**config.mk**
```make
export PLATFORM = sky130hd
export DESIGN_NAME = spims_top
export DESIGN_NICKNAME = d
export VERILOG_FILES = /design/src/rtl/spims_pkg.sv /design/src/rtl/spims_div_if.sv /design/src/rtl/spims_sync.sv /design/src/rtl/spims_div.sv /design/src/rtl/spims_top.sv
export SDC_FILE = /design/constraint.sdc
export NUM_CORES = 1
export LEC_CHECK = 0
export ABC_AREA = 1
export BUFFER_PORTS_ARGS = -buffer_cell sky130_fd_sc_hd__buf_2
export CORE_MARGIN = 2
export CORE_UTILIZATION = 45
export DETAILED_ROUTE_END_ITERATION = 10
export GPL_ROUTABILITY_DRIVEN = 0
export PLACE_DENSITY = 0.74
export SETUP_SLACK_MARGIN = 0.3
export SLEW_MARGIN = 5
export SYNTH_ARGS = -nofsm -noshare
export SYNTH_HDL_FRONTEND = slang
export SYNTH_SLANG_ARGS = --single-unit
```
**constraint.sdc**
```tcl
create_clock -name pclk -period 2.68 [get_ports pclk]
set_input_delay 0.268 -clock pclk [delete_from_list [all_inputs] [get_ports pclk]]
set_output_delay 0.268 -clock pclk [all_outputs]
set_load 0.01 [all_outputs]
```
**src/rtl/spims_pkg.sv**
```systemverilog
// Purpose: shared constants and types of the serial port controller
// Assumes: 32-bit APB, one register per aligned word
// Notes: bit positions index the 8-bit register images
package spims_pkg;
    typedef logic [7:0] spims_addr_t;
    typedef enum {ST_IDLE, ST_SHIFT} spims_st_t;

    // register byte addresses
    localparam spims_addr_t OFS_CTRL = 8'h00;
    localparam spims_addr_t OFS_STAT = 8'h04;
    localparam spims_addr_t OFS_DATA = 8'h08;
    localparam spims_addr_t OFS_PINS = 8'h0C;

    // control register fields
    localparam int CB_PIE = 7;
    localparam int CB_EN = 6;
    localparam int CB_LSB = 5;
    localparam int CB_MST = 4;
    localparam int CB_CLOCK_POLARITY = 3;
    localparam int CB_CLOCK_PHASE = 2;
    localparam int CB_RATE = 0;

    // status register fields
    localparam int SB_TC = 7;
    localparam int SB_WRITE_COLLISION_FLAG = 6;
    localparam int SB_DBL = 0;

    // pin direction register fields
    localparam int PB_MOSI = 0;
    localparam int PB_MISO = 1;
    localparam int PB_SCK = 2;
    localparam int PB_SS = 3;
    localparam int PB_SSV = 4;

    // values after reset
    localparam logic [7:0] CTRL_RST = 8'h00;
    localparam logic [7:0] PINS_RST = 8'h10;
    localparam logic [3:0] SYNC_RST = 4'h1;

    // sixteen clock edges per byte
    localparam logic [3:0] EDGE_LAST = 4'hF;

    // half bit period in system clocks, index {double_speed, rate_select}
    localparam logic [5:0] HALF_T [8] = '{6'h02, 6'h08, 6'h20, 6'h40,
                                          6'h01, 6'h04, 6'h10, 6'h20};
endpackage

```
**src/rtl/spims_div_if.sv**
```systemverilog
// Purpose: link between transfer control and bit clock divider
// Assumes: single pclk domain
// Notes: tick is combinational from the divider counter
`timescale 1ns/1ps
interface spims_div_if;
    logic run;
    logic [2:0] sel;
    logic tick;
    modport ctl (output run, output sel, input tick);
    modport gen (input run, input sel, output tick);
endinterface

```
**src/rtl/spims_sync.sv**
```systemverilog
// Purpose: three-stage input synchroniser with agreement filter
// Assumes: inputs asynchronous to pclk
// Notes: output follows a bit once stages two and three agree
`timescale 1ns/1ps
module spims_sync #(
    parameter int W = 1,
    parameter logic [W-1:0] INIT = '0
) (
    input wire logic pclk,
    input wire logic presetn,
    input wire logic pce,
    input wire logic [W-1:0] d,
    output logic [W-1:0] q
);
    logic [W-1:0] s1_q, s2_q, s3_q, q_q;

    // s1 feeds s2 only; filter looks at s2 and s3
    always_ff @(posedge pclk or negedge presetn) begin
        if (!presetn) begin
            s1_q <= INIT;
            s2_q <= INIT;
            s3_q <= INIT;
            q_q <= INIT;
        end else if (pce) begin
            s1_q <= d;
            s2_q <= s1_q;
            s3_q <= s2_q;
            q_q <= (s2_q & s3_q) | (q_q & (s2_q | s3_q));
        end
    end

    assign q = q_q;
endmodule

```
**src/rtl/spims_div.sv**
```systemverilog
// Purpose: bit clock divider for master role
// Assumes: run held high for the whole byte
// Notes: tick marks each half period of the serial clock
`timescale 1ns/1ps
module spims_div (
    input wire logic pclk,
    input wire logic presetn,
    input wire logic pce,
    spims_div_if.gen dif
);
    import spims_pkg::*;
    logic [5:0] cnt_q;
    logic [5:0] half_m1;

    // rate table lookup
    assign half_m1 = HALF_T[dif.sel] - 6'h01;
    assign dif.tick = dif.run && (cnt_q == 6'h00);

    // reload on every tick, hold reloaded while stopped
    always_ff @(posedge pclk or negedge presetn) begin
        if (!presetn) begin
            cnt_q <= 6'h00;
        end else if (pce) begin
            if (!dif.run || dif.tick) begin
                cnt_q <= half_m1;
            end else begin
                cnt_q <= cnt_q - 6'h01;
            end
        end
    end
endmodule

```
**src/rtl/spims_top.sv**
```systemverilog
// Purpose: byte serial port, master or slave, with APB registers
// Assumes: pins synchronised here, APB answers with no wait state
// Notes: pce low freezes every flip-flop of the block
//
// The placing of the registers and the APB register port were chosen for this implementation.
`timescale 1ns/1ps
module spims_top (
    input wire logic pclk,
    input wire logic presetn,
    input wire logic pce,
    input wire spims_pkg::spims_addr_t paddr,
    input wire logic psel,
    input wire logic penable,
    input wire logic pwrite,
    input wire logic [31:0] pwdata,
    output logic [31:0] prdata,
    output logic pready,
    output logic pslverr,
    input wire logic gie,
    input wire logic irq_ack,
    output logic irq,
    input wire logic sck_i,
    output logic sck_o,
    output logic sck_oe,
    input wire logic mosi_i,
    output logic mosi_o,
    output logic mosi_oe,
    input wire logic miso_i,
    output logic miso_o,
    output logic miso_oe,
    input wire logic ss_i,
    output logic ss_o,
    output logic ss_oe
);
    import spims_pkg::*;

    logic [7:0] ctrl_q, pins_q, sh_q, sh_d, rx_q, rd_mux;
    logic [31:0] prdata_q;
    logic pready_q, pslverr_q, irq_q;
    logic dbl_q, tc_q, write_collision_flag_q, armed_q, rbit_q, tx_bit_q;
    logic sck_q, sck_prev_q;
    logic sck_oe_q, mosi_oe_q, miso_oe_q, ss_oe_q, ss_o_q;
    logic [3:0] edge_q;
    spims_st_t st_q;
    logic [3:0] pin_s;
    logic ss_s, sck_s, mosi_s, miso_s;
    logic en, mst, lsb, clock_polarity, clock_phase, pie;
    logic setup, acc, wr, rd, hit;
    logic wr_ctrl, wr_stat, wr_pins, wr_data, rd_stat, data_acc;
    logic slv_act, fault, busy, start, ev, lead, samp, last, in_bit;
    logic done, shift, nbit, clr_tc, clr_write_collision_flag;

    spims_div_if dif ();

    // pin synchronisers: bit 0 select, 1 clock, 2 master data-out, 3 master data-in
    spims_sync #(.W(4), .INIT(SYNC_RST)) u_sync (
        .pclk(pclk),
        .presetn(presetn),
        .pce(pce),
        .d({miso_i, mosi_i, sck_i, ss_i}),
        .q(pin_s)
    );

    spims_div u_div (
        .pclk(pclk),
        .presetn(presetn),
        .pce(pce),
        .dif(dif)
    );

    assign ss_s = pin_s[0];
    assign sck_s = pin_s[1];
    assign mosi_s = pin_s[2];
    assign miso_s = pin_s[3];

    // control fields
    assign pie = ctrl_q[CB_PIE];
    assign en = ctrl_q[CB_EN];
    assign lsb = ctrl_q[CB_LSB];
    assign mst = ctrl_q[CB_MST];
    assign clock_polarity = ctrl_q[CB_CLOCK_POLARITY];
    assign clock_phase = ctrl_q[CB_CLOCK_PHASE];

    // APB decode
    assign setup = psel && !penable;
    assign acc = psel && penable && pready_q;
    assign wr = acc && pwrite;
    assign rd = acc && !pwrite;
    assign hit = (paddr == OFS_CTRL) || (paddr == OFS_STAT) ||
                 (paddr == OFS_DATA) || (paddr == OFS_PINS);
    assign wr_ctrl = wr && (paddr == OFS_CTRL);
    assign wr_stat = wr && (paddr == OFS_STAT);
    assign wr_pins = wr && (paddr == OFS_PINS);
    assign wr_data = wr && (paddr == OFS_DATA);
    assign rd_stat = rd && (paddr == OFS_STAT);
    assign data_acc = acc && (paddr == OFS_DATA);

    // read mux, reserved status bits read zero
    always_comb begin
        rd_mux = 8'h00;
        case (paddr)
            OFS_CTRL: rd_mux = ctrl_q;
            OFS_STAT: rd_mux = {tc_q, write_collision_flag_q, 5'h00, dbl_q};
            OFS_DATA: rd_mux = rx_q;
            OFS_PINS: rd_mux = pins_q;
            default: rd_mux = 8'h00;
        endcase
    end

    // role and transfer qualifiers
    assign slv_act = en && !mst && !ss_s;
    assign fault = en && mst && !pins_q[PB_SS] && !ss_s;
    assign busy = (st_q == ST_SHIFT) || (slv_act && (edge_q != 4'h0));
    assign start = wr_data && !busy && en && mst && !fault;

    // divider runs only for a master byte, rate ignored otherwise
    assign dif.run = en && mst && (st_q == ST_SHIFT);
    assign dif.sel = {dbl_q, ctrl_q[CB_RATE+1:CB_RATE]};

    // one event per serial clock edge, either role
    assign ev = en && ((mst && (st_q == ST_SHIFT) && dif.tick) ||
                       (slv_act && (sck_s != sck_prev_q)));
    assign lead = !edge_q[0];
    assign samp = lead ^ clock_phase;
    assign last = (edge_q == EDGE_LAST);
    assign in_bit = mst ? miso_s : mosi_s;
    assign done = ev && last;
    assign shift = ev && ((!samp && (edge_q != 4'h0)) || last);
    assign nbit = samp ? in_bit : rbit_q;

    // shift register next value
    always_comb begin
        sh_d = sh_q;
        if (wr_data && !busy) begin
            sh_d = pwdata[7:0];
        end else if (shift) begin
            sh_d = lsb ? {nbit, sh_q[7:1]} : {sh_q[6:0], nbit};
        end
    end

    // APB answer, ready one cycle after setup
    always_ff @(posedge pclk or negedge presetn) begin
        if (!presetn) begin
            pready_q <= 1'b0;
            pslverr_q <= 1'b0;
            prdata_q <= 32'h00000000;
        end else if (pce) begin
            pready_q <= setup;
            pslverr_q <= setup && !hit;
            if (setup) begin
                prdata_q <= {24'h000000, rd_mux};
            end
        end
    end

    // control register, forced drop clears master bit
    always_ff @(posedge pclk or negedge presetn) begin
        if (!presetn) begin
            ctrl_q <= CTRL_RST;
        end else if (pce) begin
            if (wr_ctrl) begin
                ctrl_q <= pwdata[7:0];
            end
            if (fault) begin
                ctrl_q[CB_MST] <= 1'b0;
            end
        end
    end

    // pin direction register and double speed bit
    always_ff @(posedge pclk or negedge presetn) begin
        if (!presetn) begin
            pins_q <= PINS_RST;
            dbl_q <= 1'b0;
        end else if (pce) begin
            if (wr_pins) begin
                pins_q <= {3'h0, pwdata[4:0]};
            end
            if (wr_stat) begin
                dbl_q <= pwdata[SB_DBL];
            end
        end
    end

    // shift path, sampled bit and receive buffer
    always_ff @(posedge pclk or negedge presetn) begin
        if (!presetn) begin
            sh_q <= 8'h00;
            tx_bit_q <= 1'b0;
            rbit_q <= 1'b0;
            rx_q <= 8'h00;
        end else if (pce) begin
            sh_q <= sh_d;
            // data-out holds across the last serial clock edge of a byte
            if (!done) begin
                tx_bit_q <= lsb ? sh_d[0] : sh_d[7];
            end
            if (ev && samp) begin
                rbit_q <= in_bit;
            end
            if (done) begin
                rx_q <= sh_d;
            end
        end
    end

    // edge counter, cleared when select is high in slave role
    always_ff @(posedge pclk or negedge presetn) begin
        if (!presetn) begin
            edge_q <= 4'h0;
        end else if (pce) begin
            if (!en || (!mst && ss_s) || fault || start) begin
                edge_q <= 4'h0;
            end else if (ev) begin
                edge_q <= edge_q + 4'h1;
            end
        end
    end

    // master transfer state
    always_ff @(posedge pclk or negedge presetn) begin
        if (!presetn) begin
            st_q <= ST_IDLE;
        end else if (pce) begin
            case (st_q)
                ST_IDLE: begin
                    if (start) begin
                        st_q <= ST_SHIFT;
                    end
                end
                ST_SHIFT: begin
                    if (done || fault || !en || !mst) begin
                        st_q <= ST_IDLE;
                    end
                end
                default: st_q <= ST_IDLE;
            endcase
        end
    end

    // master serial clock level, idles at polarity
    always_ff @(posedge pclk or negedge presetn) begin
        if (!presetn) begin
            sck_q <= 1'b0;
            sck_prev_q <= 1'b0;
        end else if (pce) begin
            sck_prev_q <= sck_s;
            if (st_q != ST_SHIFT) begin
                sck_q <= clock_polarity;
            end else if (ev) begin
                sck_q <= !sck_q;
            end
        end
    end

    // flags: set wins over clear
    assign clr_tc = (armed_q && data_acc) || irq_ack;
    assign clr_write_collision_flag = armed_q && data_acc;
    always_ff @(posedge pclk or negedge presetn) begin
        if (!presetn) begin
            tc_q <= 1'b0;
            write_collision_flag_q <= 1'b0;
            armed_q <= 1'b0;
        end else if (pce) begin
            tc_q <= done || fault || (tc_q && !clr_tc);
            write_collision_flag_q <= (wr_data && busy) || (write_collision_flag_q && !clr_write_collision_flag);
            if (rd_stat && (tc_q || write_collision_flag_q)) begin
                armed_q <= 1'b1;
            end else if (data_acc) begin
                armed_q <= 1'b0;
            end
        end
    end

    // interrupt request needs both enables
    always_ff @(posedge pclk or negedge presetn) begin
        if (!presetn) begin
            irq_q <= 1'b0;
        end else if (pce) begin
            irq_q <= tc_q && pie && gie;
        end
    end

    // pin direction overrides per role
    always_ff @(posedge pclk or negedge presetn) begin
        if (!presetn) begin
            sck_oe_q <= 1'b0;
            mosi_oe_q <= 1'b0;
            miso_oe_q <= 1'b0;
            ss_oe_q <= 1'b0;
            ss_o_q <= 1'b1;
        end else if (pce) begin
            sck_oe_q <= en && mst && !fault && pins_q[PB_SCK];
            mosi_oe_q <= en && mst && !fault && pins_q[PB_MOSI];
            miso_oe_q <= slv_act && pins_q[PB_MISO];
            ss_oe_q <= pins_q[PB_SS] && (!en || mst);
            ss_o_q <= pins_q[PB_SSV];
        end
    end

    assign prdata = prdata_q;
    assign pready = pready_q;
    assign pslverr = pslverr_q;
    assign irq = irq_q;
    assign sck_o = sck_q;
    assign sck_oe = sck_oe_q;
    assign mosi_o = tx_bit_q;
    assign mosi_oe = mosi_oe_q;
    assign miso_o = tx_bit_q;
    assign miso_oe = miso_oe_q;
    assign ss_o = ss_o_q;
    assign ss_oe = ss_oe_q;
endmodule

```
* Word-level counts from Yosys, hierarchy flattened *
Memories as Yosys holds them, arrays and structs flattened.
Cells that the tools add are included.

storage, ports and cells
  bits of input ports = 52
  output and inout port bits = 43
  word-level logic and storage cells = 170
  bits in registers = 111
  memories = 1
  memory bits (read-only) = 48

cells by class
  bitwise gates (word level) = 7
  $add $sub $neg = 3
  equality and inequality tests = 10
  reductions and logical operators = 98
  magnitude comparators = 1
  multiplexer cells = 21

memories
  name             words  bits a word  read ports  clocked after Yosys merged registers in  write ports  RTL line         RTL
  (no name shown)  8      6            1           0                                        0            spims_div.sv:16  assign half_m1 = HALF_T[dif.sel] - 6'h01;

operators by type and width
  operator             number
  $mux 32              2
  $pmux 32 s2          1
  $logic_and 1x1->1    45
  $eq 32x1->1 const B  1
  $eq 32x2->1 const B  1
  $logic_not 32->1     1
  $ne 32x2->1 const B  1
  $pmux 8 s4           1
  $mux 8               3
  $reduce_and 2->1     11
  $logic_or 1x1->1     18
  $mux 6               3
  $eq 8x4->1 const B   2
  $logic_not 1->1      15
  $sub 6x1->6 const B  2
  $and 4x4->4          2
  $eq 8x3->1 const B   1
  $logic_not 8->1      1
  $mux 1               8
  $mux 4               2
  $or 4x4->4           2
  $reduce_bool 2->1    4
  $logic_not 6->1      1
  $mux 5               1
  10 further kinds     11

* Depth between registers and ports, before layout *
Gate-level depths: netlist (run 1).

  word-level depth = 13
  depth in mapped cells = 13
  gate-level depth less buffers = 13

* Hierarchy *
From an unflattened synthesis (run 1), not the netlist that was laid out.

unflattened totals
  cell total of the unflattened synthesis = 607
  area total of the unflattened synthesis = 4494.3 um^2

by module, submodules not included
  module      seq. area each (um^2)  cells each  area an instance (um^2)  times used
  spims_top   1453.9                 433         3266.9                   1
  spims_sync  405.4                  83          678.2                    1
  spims_div   150.1                  91          549.3                    1

* Worst setup path after synthesis (run 1) *
OpenSTA, ideal clock, no wires.

  kind = register to register
  start = register u_div.cnt_q[5]
  end = register u_div.cnt_q[4]
  period minus slack after synthesis = 1834 ps
  required time = 2545 ps
  buffers on the path = 0
  path slack = 846 ps
  data arrival time = 1700 ps
  setup time = 135 ps
  stages on the path, launching flop included = 11
  cell sequence = dfrtp_1 nor2_1 nand3_1 nand2_2 nor2_1 a21oi_1 ha_1 nand3_1 nor2_1 xnor2_1 o21ai_0

on the way
  longest elaborated chain between the ends = 4

RTL lines
  element                 RTL line         RTL
  start, declared         spims_div.sv:12  logic [5:0] cnt_q;
  start signal, assigned  spims_div.sv:25  cnt_q <= half_m1;
  start signal, assigned  spims_div.sv:27  cnt_q <= cnt_q - 6'h01;
  $logic_not 6->1         spims_div.sv:17  assign dif.tick = dif.run && (cnt_q == 6'h00);
  $logic_and 1x1->1       spims_div.sv:17
  $logic_or 1x1->1        spims_div.sv:24  if (!dif.run || dif.tick) begin
  $mux 6                  spims_div.sv:24

Every way passes these cells.
A chain may end at the register's enable or synchronous reset.

* Worst setup path in the final report (run 1) *
  start = register edge_q[0]
  end = register edge_q[0]

on the way
  longest elaborated chain between the ends = 11
  elaborated cells on any way between the ends = 14
  those cells by class = add/sub: 1; mux: 2; reduce/logical: 11

RTL lines
  element                             RTL line          RTL
  start, declared                     spims_top.sv:43   logic [3:0] edge_q;
  start signal, assigned              spims_top.sv:215  edge_q <= edge_q + 4'h1;
  $reduce_bool 4->1                   spims_top.sv:113  assign busy = (st_q == ST_SHIFT) || (slv_act && (edge_q != 4'h0));
  $logic_and 1x1->1                   spims_top.sv:113
  $logic_or 1x1->1                    spims_top.sv:113
  $logic_not 1->1                     spims_top.sv:114  assign start = wr_data && !busy && en && mst && !fault;
  $logic_and 1x1->1 (4 in series)     spims_top.sv:114
  $logic_or 1x1->1                    spims_top.sv:212  if (!en || (!mst && ss_s) || fault || start) begin
  $reduce_bool 2->1 (no source line)  n/a
  $reduce_and 2->1 (no source line)   n/a

Parallel ways exist; a longest one is shown, timed or not. The select of a mux whose other input is x is not followed.

==> summary.md, run 1 <==
| Metric | Value |
|---|---|
| First-pass GRT wire length | 15,860 um |
| Fin crit period | 2.138 ns |
| Clock Tree Buf Depth | 2 |
| Largest family of logic cells by synthesized area | simple AND/OR/NAND/NOR gates |
| Routed Antenna Nets | 0 |
| Starting Density | 45.64% |
| Share of cells above drive strength 1 | 16.80% |
| Distinct cell type count after synthesis | 40 |
| CTS H-Tree Depth | 3 |
| GRT overflow | 0 |
| Crit end category | flop |
| Period utilization | 79.77% |
| Core area | 0.009639 mm2 |
| Worst path arrival time | 2.44 ns |
| Num CTS Buffers | 9 |
| Synth top area cells | dfrtp_1 (42%), nand2_1 (14%), o21ai_0 (7.2%) |
| Setup TNS | 0 ns |
| Worst-path maximum fanout | 16 |
| Register clock-pin slew on the reported worst setup and hold paths | 0.08 ns |
| Diode count | 0 |
| Clock root cell | clkbuf_8 |
| Avg Cell Area, Syn | 7.691 um2 |
| CTS tree | done |
| PD cells | 506.4 mW/mm2 |
| XOR/XNOR Fraction of Synth Area | 0.3982% |
| Crit path required time | 2.98 ns |
| Worst-Margin Slew | 1.022 ns |
| Cell Chain, Critical Path | inv_1 -> ha_1 -> nand3_1 -> a21oi_1 -> nand3_4 -> o21ai_2 -> nand2_2 -> nand2_2 -> nand3_1 -> nand2_1 |
| Max-Cap Viols | 0 |
| Hold Violations, Final | 0 |
| Final Net Count | 669 |
| Dpl hpwl | 7127 um |
| FP Rows | 36 |
| Clock sinks | 80 |
| Synth Area in Compound Gates | 14.45% |
| Mean number of vias per cell | 4.878 |
| Port bufs | 46 |
| Clock Skews | 0.01318 ns |
| DR pass1 iterations | 5 |
| Area Growth Syn to Fin | 9.670% |
| RSZ-0062 raised after global routing | false |
| CP peak stage delay | 0.44 ns |
| Die Y-Extent | 102.9 um |
| Vias in the first global route | 3,340 |
| Hold Buf Count CTS | 0 |
| Hold slack | 0.04105 ns |
| Synthesized instance count | 572 |
| GRT Total Usage | 19.37% |
| Top cell type's share of synthesized area | 42.09% |
| Register area share after synthesis | 45.68% |
| Die ar. | 0.01058 mm2 |
| CP Launch Type | flop |
| Relative slew margins | 31.89% |
| DRT iter0 DRCs | 200 |
| Largest net degree at the start of global routing | 81 |
| Synth Area in Adders | 0.8532% |
| Register bit total from synthesis | 80 |
| Worst vdd ir | 0.3244 mV |
| Cell accounting for the most synthesized area | dfrtp_1 |
| Leak | 2.442 nW |
| Post-synthesis cell area | 0.004399 mm2 |
| Initial antenna violation count | 0 |
| CP top delay family | simple AND/OR/NAND/NOR gates |
| HP Class | input port to asynchronous set/reset pin |
| # IOs | 95 |
| Final max-slew violation count | 0 |
| Inst Count DP | 736 |
| Clk_lat worst skew | 0.37 ns |
| Post-synthesis mux area share | 0.2560% |
| Final wirelength | 9742 um |
| Achievable frequency | 467.8 MHz |
| CP bufs+invs | 1 |
| Yosys warns | 0 |
| Synth Area in Simple Gates | 25.60% |
| Status | finished, final reports clean |
| WL/cell | 12.95 um |
| Crit path max-delay cell type | dfrtp_1 |
| Die Width | 102.9 um |
| Final Non-Filler Cells | 752 |
| Setup violators final | 0 |
| Setup CP Type | flop to flop |
| Via count | 3,668 |
| DRC errors left | 0 |
[where the power goes]
part	switching (mW)	internal [mW]
logic	0.196	0.0919
registers	0.0440	1.28
clock network	0.479	0.348
[flip-flops by register name, summed over array words and instances, names as in the netlist, 5 cells and up]
register,cells
sh_q,8
u_div.cnt_q,6
ctrl_q,8
prdata,8
pins_q,5
rx_q,8
[cells in the mapped netlist (all sizes together)]
library cell	n
a21oi	9
a22oi	1
nor4	1
clkbuf	11
o41ai	1
o21a	1
nand4	7
mux2	1
xnor2	1
nand3	29
dfstp	6
xor2	1
a31oi	1
nand2	171
inv	80
ha	3
nor3	8
dfrtp	74
nand3b	1
buf	29
conb	1
nor2	38
o22ai	8
o211ai	4
o21ai	81
o31ai	4
[metal layers]
layer	GRT usage, %	vias to the layer above	wire length [um]
met3	4.407	11	421
met1	27.70	1694	4697
met5	0	-	0
met2	30.47	93	4539
met4	4.049	0	82
li1	-	1870	-
[worst reg2reg max path: stages, from the launching register on]
cell,delay (ns)
dfrtp_1,0.44
inv_1,0.12
ha_1,0.17
nand3_1,0.11
a21oi_1,0.35
nand3_4,0.29
o21ai_2,0.27
nand2_2,0.10
nand2_2,0.10
nand3_1,0.08
nand2_1,0.07
[area by class of cell]
type / count / area [um2]
repair buffers: 48 / 247.7
flip-flops and latches: 80 / 2009
inverters: 80 / 300.3
clock inverters: 6 / 51.30
clock buffers: 10 / 127.6
well taps: 133 / 166.4
fillers: 968 / 4815
multi-input cells: 395 / 1922
[placed cells by master, fill, tap and decap left out, drive strengths merged, types with 9 or more instances in the layout]
| cell type | instances |
|---|---|
| conb | 24 |
| dfrtp | 74 |
| nor2 | 38 |
| nand2 | 171 |
| buf | 48 |
| a21oi | 9 |
| inv | 82 |
| o21ai | 81 |
| clkbuf | 10 |
| nand3 | 29 |
[timing repair]
action | in CTS | in global routing
endpoints found under the setup margin | 0 | 1
resized for setup | 0 | 1
buffers inserted | 0 | 0
endpoints found under the hold margin | 0 | 0
[per-stage QoR]
step / util (%) / instance area [um2] / total power, mW / setup slack [ns]
detailed placement: 48.16 / 4642 / 1.641 / 0.4955
global placement: 48.16 / 4642 / 1.632 / 0.6114
floorplan: - / 4486 / 1.561 / 0.8458
finish: 50.05 / 4825 / 2.443 / 0.5421
CTS: 50.01 / 4821 / 2.463 / 0.4793
global route: 50.05 / 4825 / 2.568 / 0.4064
[logic make-up (layout without fill, tap and decap cells)]
family	count (synthesis)	in the layout
muxes	1	1
adders and majority gates	3	3
DFF	80	80
and+or+nand+nor	255	255
xor gates and xnor gates	2	2
other	1	24
AOI/OAI and AO/OA	110	110
buffers and inverters	120	144
[final timing paths]
check | endpoint | startpoint | slack, ns | cells past startpoint
setup / recovery | edge_q[0] | edge_q[0] | 0.54 | 10
setup reg to reg | edge_q[0] | edge_q[0] | 0.54 | 10
hold reg to reg | miso_oe | miso_oe | 0.48 | 2
max in group asynchronous | miso_o | presetn | 1.95 | 1
hold / removal | edge_q[3] | presetn | 0.04 | 1
min in group pclk | u_sync.s1_q[1] | sck_i | 0.10 | 3
Note: power is estimated with default switching activity, not from simulation.
==> inputs of run 2 (changes only) <==
--- a/config.mk
+++ b/config.mk
@@ -11,7 +11,7 @@
 export CORE_UTILIZATION = 45
 export DETAILED_ROUTE_END_ITERATION = 10
 export GPL_ROUTABILITY_DRIVEN = 0
-export PLACE_DENSITY = 0.74
+export PLACE_DENSITY = 0.77
 export SETUP_SLACK_MARGIN = 0.3
 export SLEW_MARGIN = 5
 export SYNTH_ARGS = -nofsm -noshare
==> constraint.sdc (replaced) <==
create_clock -name pclk -period 1.9 [get_ports pclk]
set_input_delay 0.19 -clock pclk [delete_from_list [all_inputs] [get_ports pclk]]
set_output_delay 0.19 -clock pclk [all_outputs]
set_load 0.01 [all_outputs]
==> run 2 against run 1 <==
Compared with the run above: register-to-register slack worse by 0.45 ns; worst setup slack worse by 0.45 ns; maximum frequency increased by 19%; worst hold slack better by 0.0056 ns; largest power group unchanged.
==> summary.md, run 2 (synthesis results as in run 1) <==
| Metric | Value |
|---|---|
| Status | finished, final reports clean |
| Cell internal pwr | 2.618 mW (+52%) |
| Max-Cap Viols | 0 (unchanged) |
| PD cells | 646.1 mW/mm2 (+28%) |
| Clk_lat worst skew | 0.35 ns (-0.02 ns) |
| Clock Skews | 0.008342 ns (-0.004838 ns) |
| Routed Antenna Nets | 0 (unchanged) |
| Largest net degree at the start of global routing | 49 (-40%) |
| Leak | 2.790 nW (+14%) |
| Die ar. | 0.01058 mm2 (unchanged) |
| Worst-path maximum fanout | 8 (-8) |
| Reg-to-reg setup timing slack | 0.1 ns (-0.45 ns) |
| Vias in the first global route | 4,038 (+21%) |
| DRC errors left | 0 (unchanged) |
| Placed instance area | 0.004835 mm2 (+4.2%) |
| Relative slew margins | 65.94% (+34 points) |
| Starting Density | 45.64% (unchanged) |
| Switching part of the total | 28.03% (-1.4 points) |
| Most common cell after layout, fill and taps aside | nand2_1 |
| FF-to-FF Start | ctrl_q[6] |
| Core area | 0.009639 mm2 (unchanged) |
| Clock Power Share | 35.1% (+1.2 points) |
| Hold Violations, Final | 0 (unchanged) |
| Design Area, Final | 0.005630 mm2 (+17%) |
| CTS tree | done |
| Register clock-pin slew on the reported worst setup and hold paths | 0.08 ns (about the same) |
| Worst-Margin Slew | 0.5109 ns (-0.5107 ns) |
| Setup CP Type | flop to flop |
| First-pass GRT wire length | 18,850 um (+19%) |
| Share of power burned in registers | 51.5% (-2.9 points) |
| Clock sinks | 80 (unchanged) |
| Worst setup startpoint | ctrl_q[6] |
| Final max-slew violation count | 0 (unchanged) |
| Hold slack | 0.04670 ns (+0.005646 ns) |
| Fin crit period | 1.803 ns (-0.3344 ns) |
| WL/cell | 14.71 um (+14%) |
| R2R depth | 12 (+2) |
| Mean number of vias per cell | 5.181 (+6.2%) |
| # IOs | 95 (unchanged) |
| CP Launch Type | flop |
| Final wirelength | 11,810 um (+21%) |
| Combinational share of power | 13.4% (+1.6 points) |
| Clock root cell | clkbuf_8 |
| Port bufs | 46 (unchanged) |
| GRT Total Usage | 22.99% (+3.6 points) |
| NetSw | 1.020 mW (+42%) |
| Worst R2R End | u_div.cnt_q[4] |
| Worst vdd ir | 0.5853 mV (+80%) |
| Fin worst setup slack | 0.09658 ns (-0.4456 ns) |
| Placement Setup Slack | -0.02653 ns (-0.5220 ns) |
| Via count | 4,160 (+13%) |
| DRT iter0 DRCs | 276 (+38%) |
| Die Width | 102.9 um (unchanged) |
| Final Net Count | 720 (+7.6%) |
| Die Y-Extent | 102.9 um (unchanged) |
| DR pass1 iterations | 5 (unchanged) |
| Setup TNS | 0 ns (unchanged) |
| Worst Setup EP | u_div.cnt_q[4] |
| HP Class | input port to flop |
| Share of cells above drive strength 1 | 31.64% (+15 points) |
| Area Growth Syn to Fin | 27.99% |
| Worst path arrival time | 2.05 ns (-0.39 ns) |
| Crit path required time | 2.14 ns (-0.84 ns) |
| Setup violators final | 0 (unchanged) |
| FP Rows | 36 (unchanged) |
| Crit end category | flop |
| GRT overflow | 0 (unchanged) |
| Clock Tree Buf Depth | 2 (unchanged) |
| Dpl hpwl | 7835 um (+9.9%) |
| Initial antenna violation count | 0 (unchanged) |
| Achievable frequency | 554.5 MHz (+19%) |
| CTS H-Tree Depth | 3 (unchanged) |
| RSZ-0062 raised after global routing | true |
| Diode count | 0 (unchanged) |
| Num CTS Buffers | 9 (unchanged) |
| Period utilization | 94.92% (+15 points) |
| Post-layout total power | 3.638 mW (+49%) |
| Most frequent cells in the layout | nand2_1 (144), dfrtp_1 (74), inv_1 (69), o21ai_0 (45), buf_2 (45) |
==> run 2: layout make-up <==
class	count	area (um2)
sequential	80	2009
inverter	80	305.3
clock inverter	4	53.80
tap	133	166.4
clock buffer	12	145.1
timing repair buffer	97	644.4
fill	844	4009
multi-input combinational	397	2306
==> run 2: power groups by stage <==
stage          Combinational [mW]  Sequential [mW]  Clock [mW]
2_1_floorplan               0.306             1.90           0
3_3_place_gp                0.419             1.90           0
3_5_place_dp                0.434             1.90           0
4_1_cts                     0.464             1.87        1.30
5_1_grt                     0.552             1.89        1.37
6_report                    0.486             1.87        1.28
==> run 2: worst max-delay path, stage by stage (launching register included) <==
cell	delay [ns]
dfrtp_1	0.43
nand2_2	0.11
nor2_4	0.20
nand2_4	0.15
inv_4	0.09
nand2_2	0.06
nand2_2	0.09
inv_2	0.05
ha_4	0.16
nand3_4	0.07
nor2_4	0.05
xnor2_2	0.15
o21ai_1	0.08
==> run 2: per-layer routing <==
layer	vias up	GRT usage [%]	share of wire (%)
met5	-	0	0
li1	1977	-	-
met2	154	38.01	50
met4	0	8.097	2.9
met1	1994	28.96	41
met3	35	6.644	6.2
==> run 2: worst min-delay path by stage <==
stage                 start             end  slack (ns)  cells past startpoint
floorplan           presetn         armed_q       -0.11                      0
global placement    presetn  u_div.cnt_q[3]        0.16                      1
detailed placement  presetn  u_div.cnt_q[2]        0.17                      1
CTS                  miso_i  u_sync.s1_q[3]        0.04                      3
global route         miso_i  u_sync.s1_q[3]        0.04                      3
finish               miso_i  u_sync.s1_q[3]        0.05                      3
==> run 2: stage by stage <==
step                util, %  cells
floorplan                 -    595
global placement      50.16    758
detailed placement    50.16    758
CTS                   56.13    796
global route          58.41    803
finish                58.41    803
==> run 2: timing repair <==
action                                 4_1_cts  5_1_grt
hold buffers                                 1        0
resized for setup                           62       45
buffers inserted                            19        7
pin swaps                                   25       26
setup endpoints to repair                   28       36
endpoints found under the hold margin       25        0
gates cloned                                 2        0
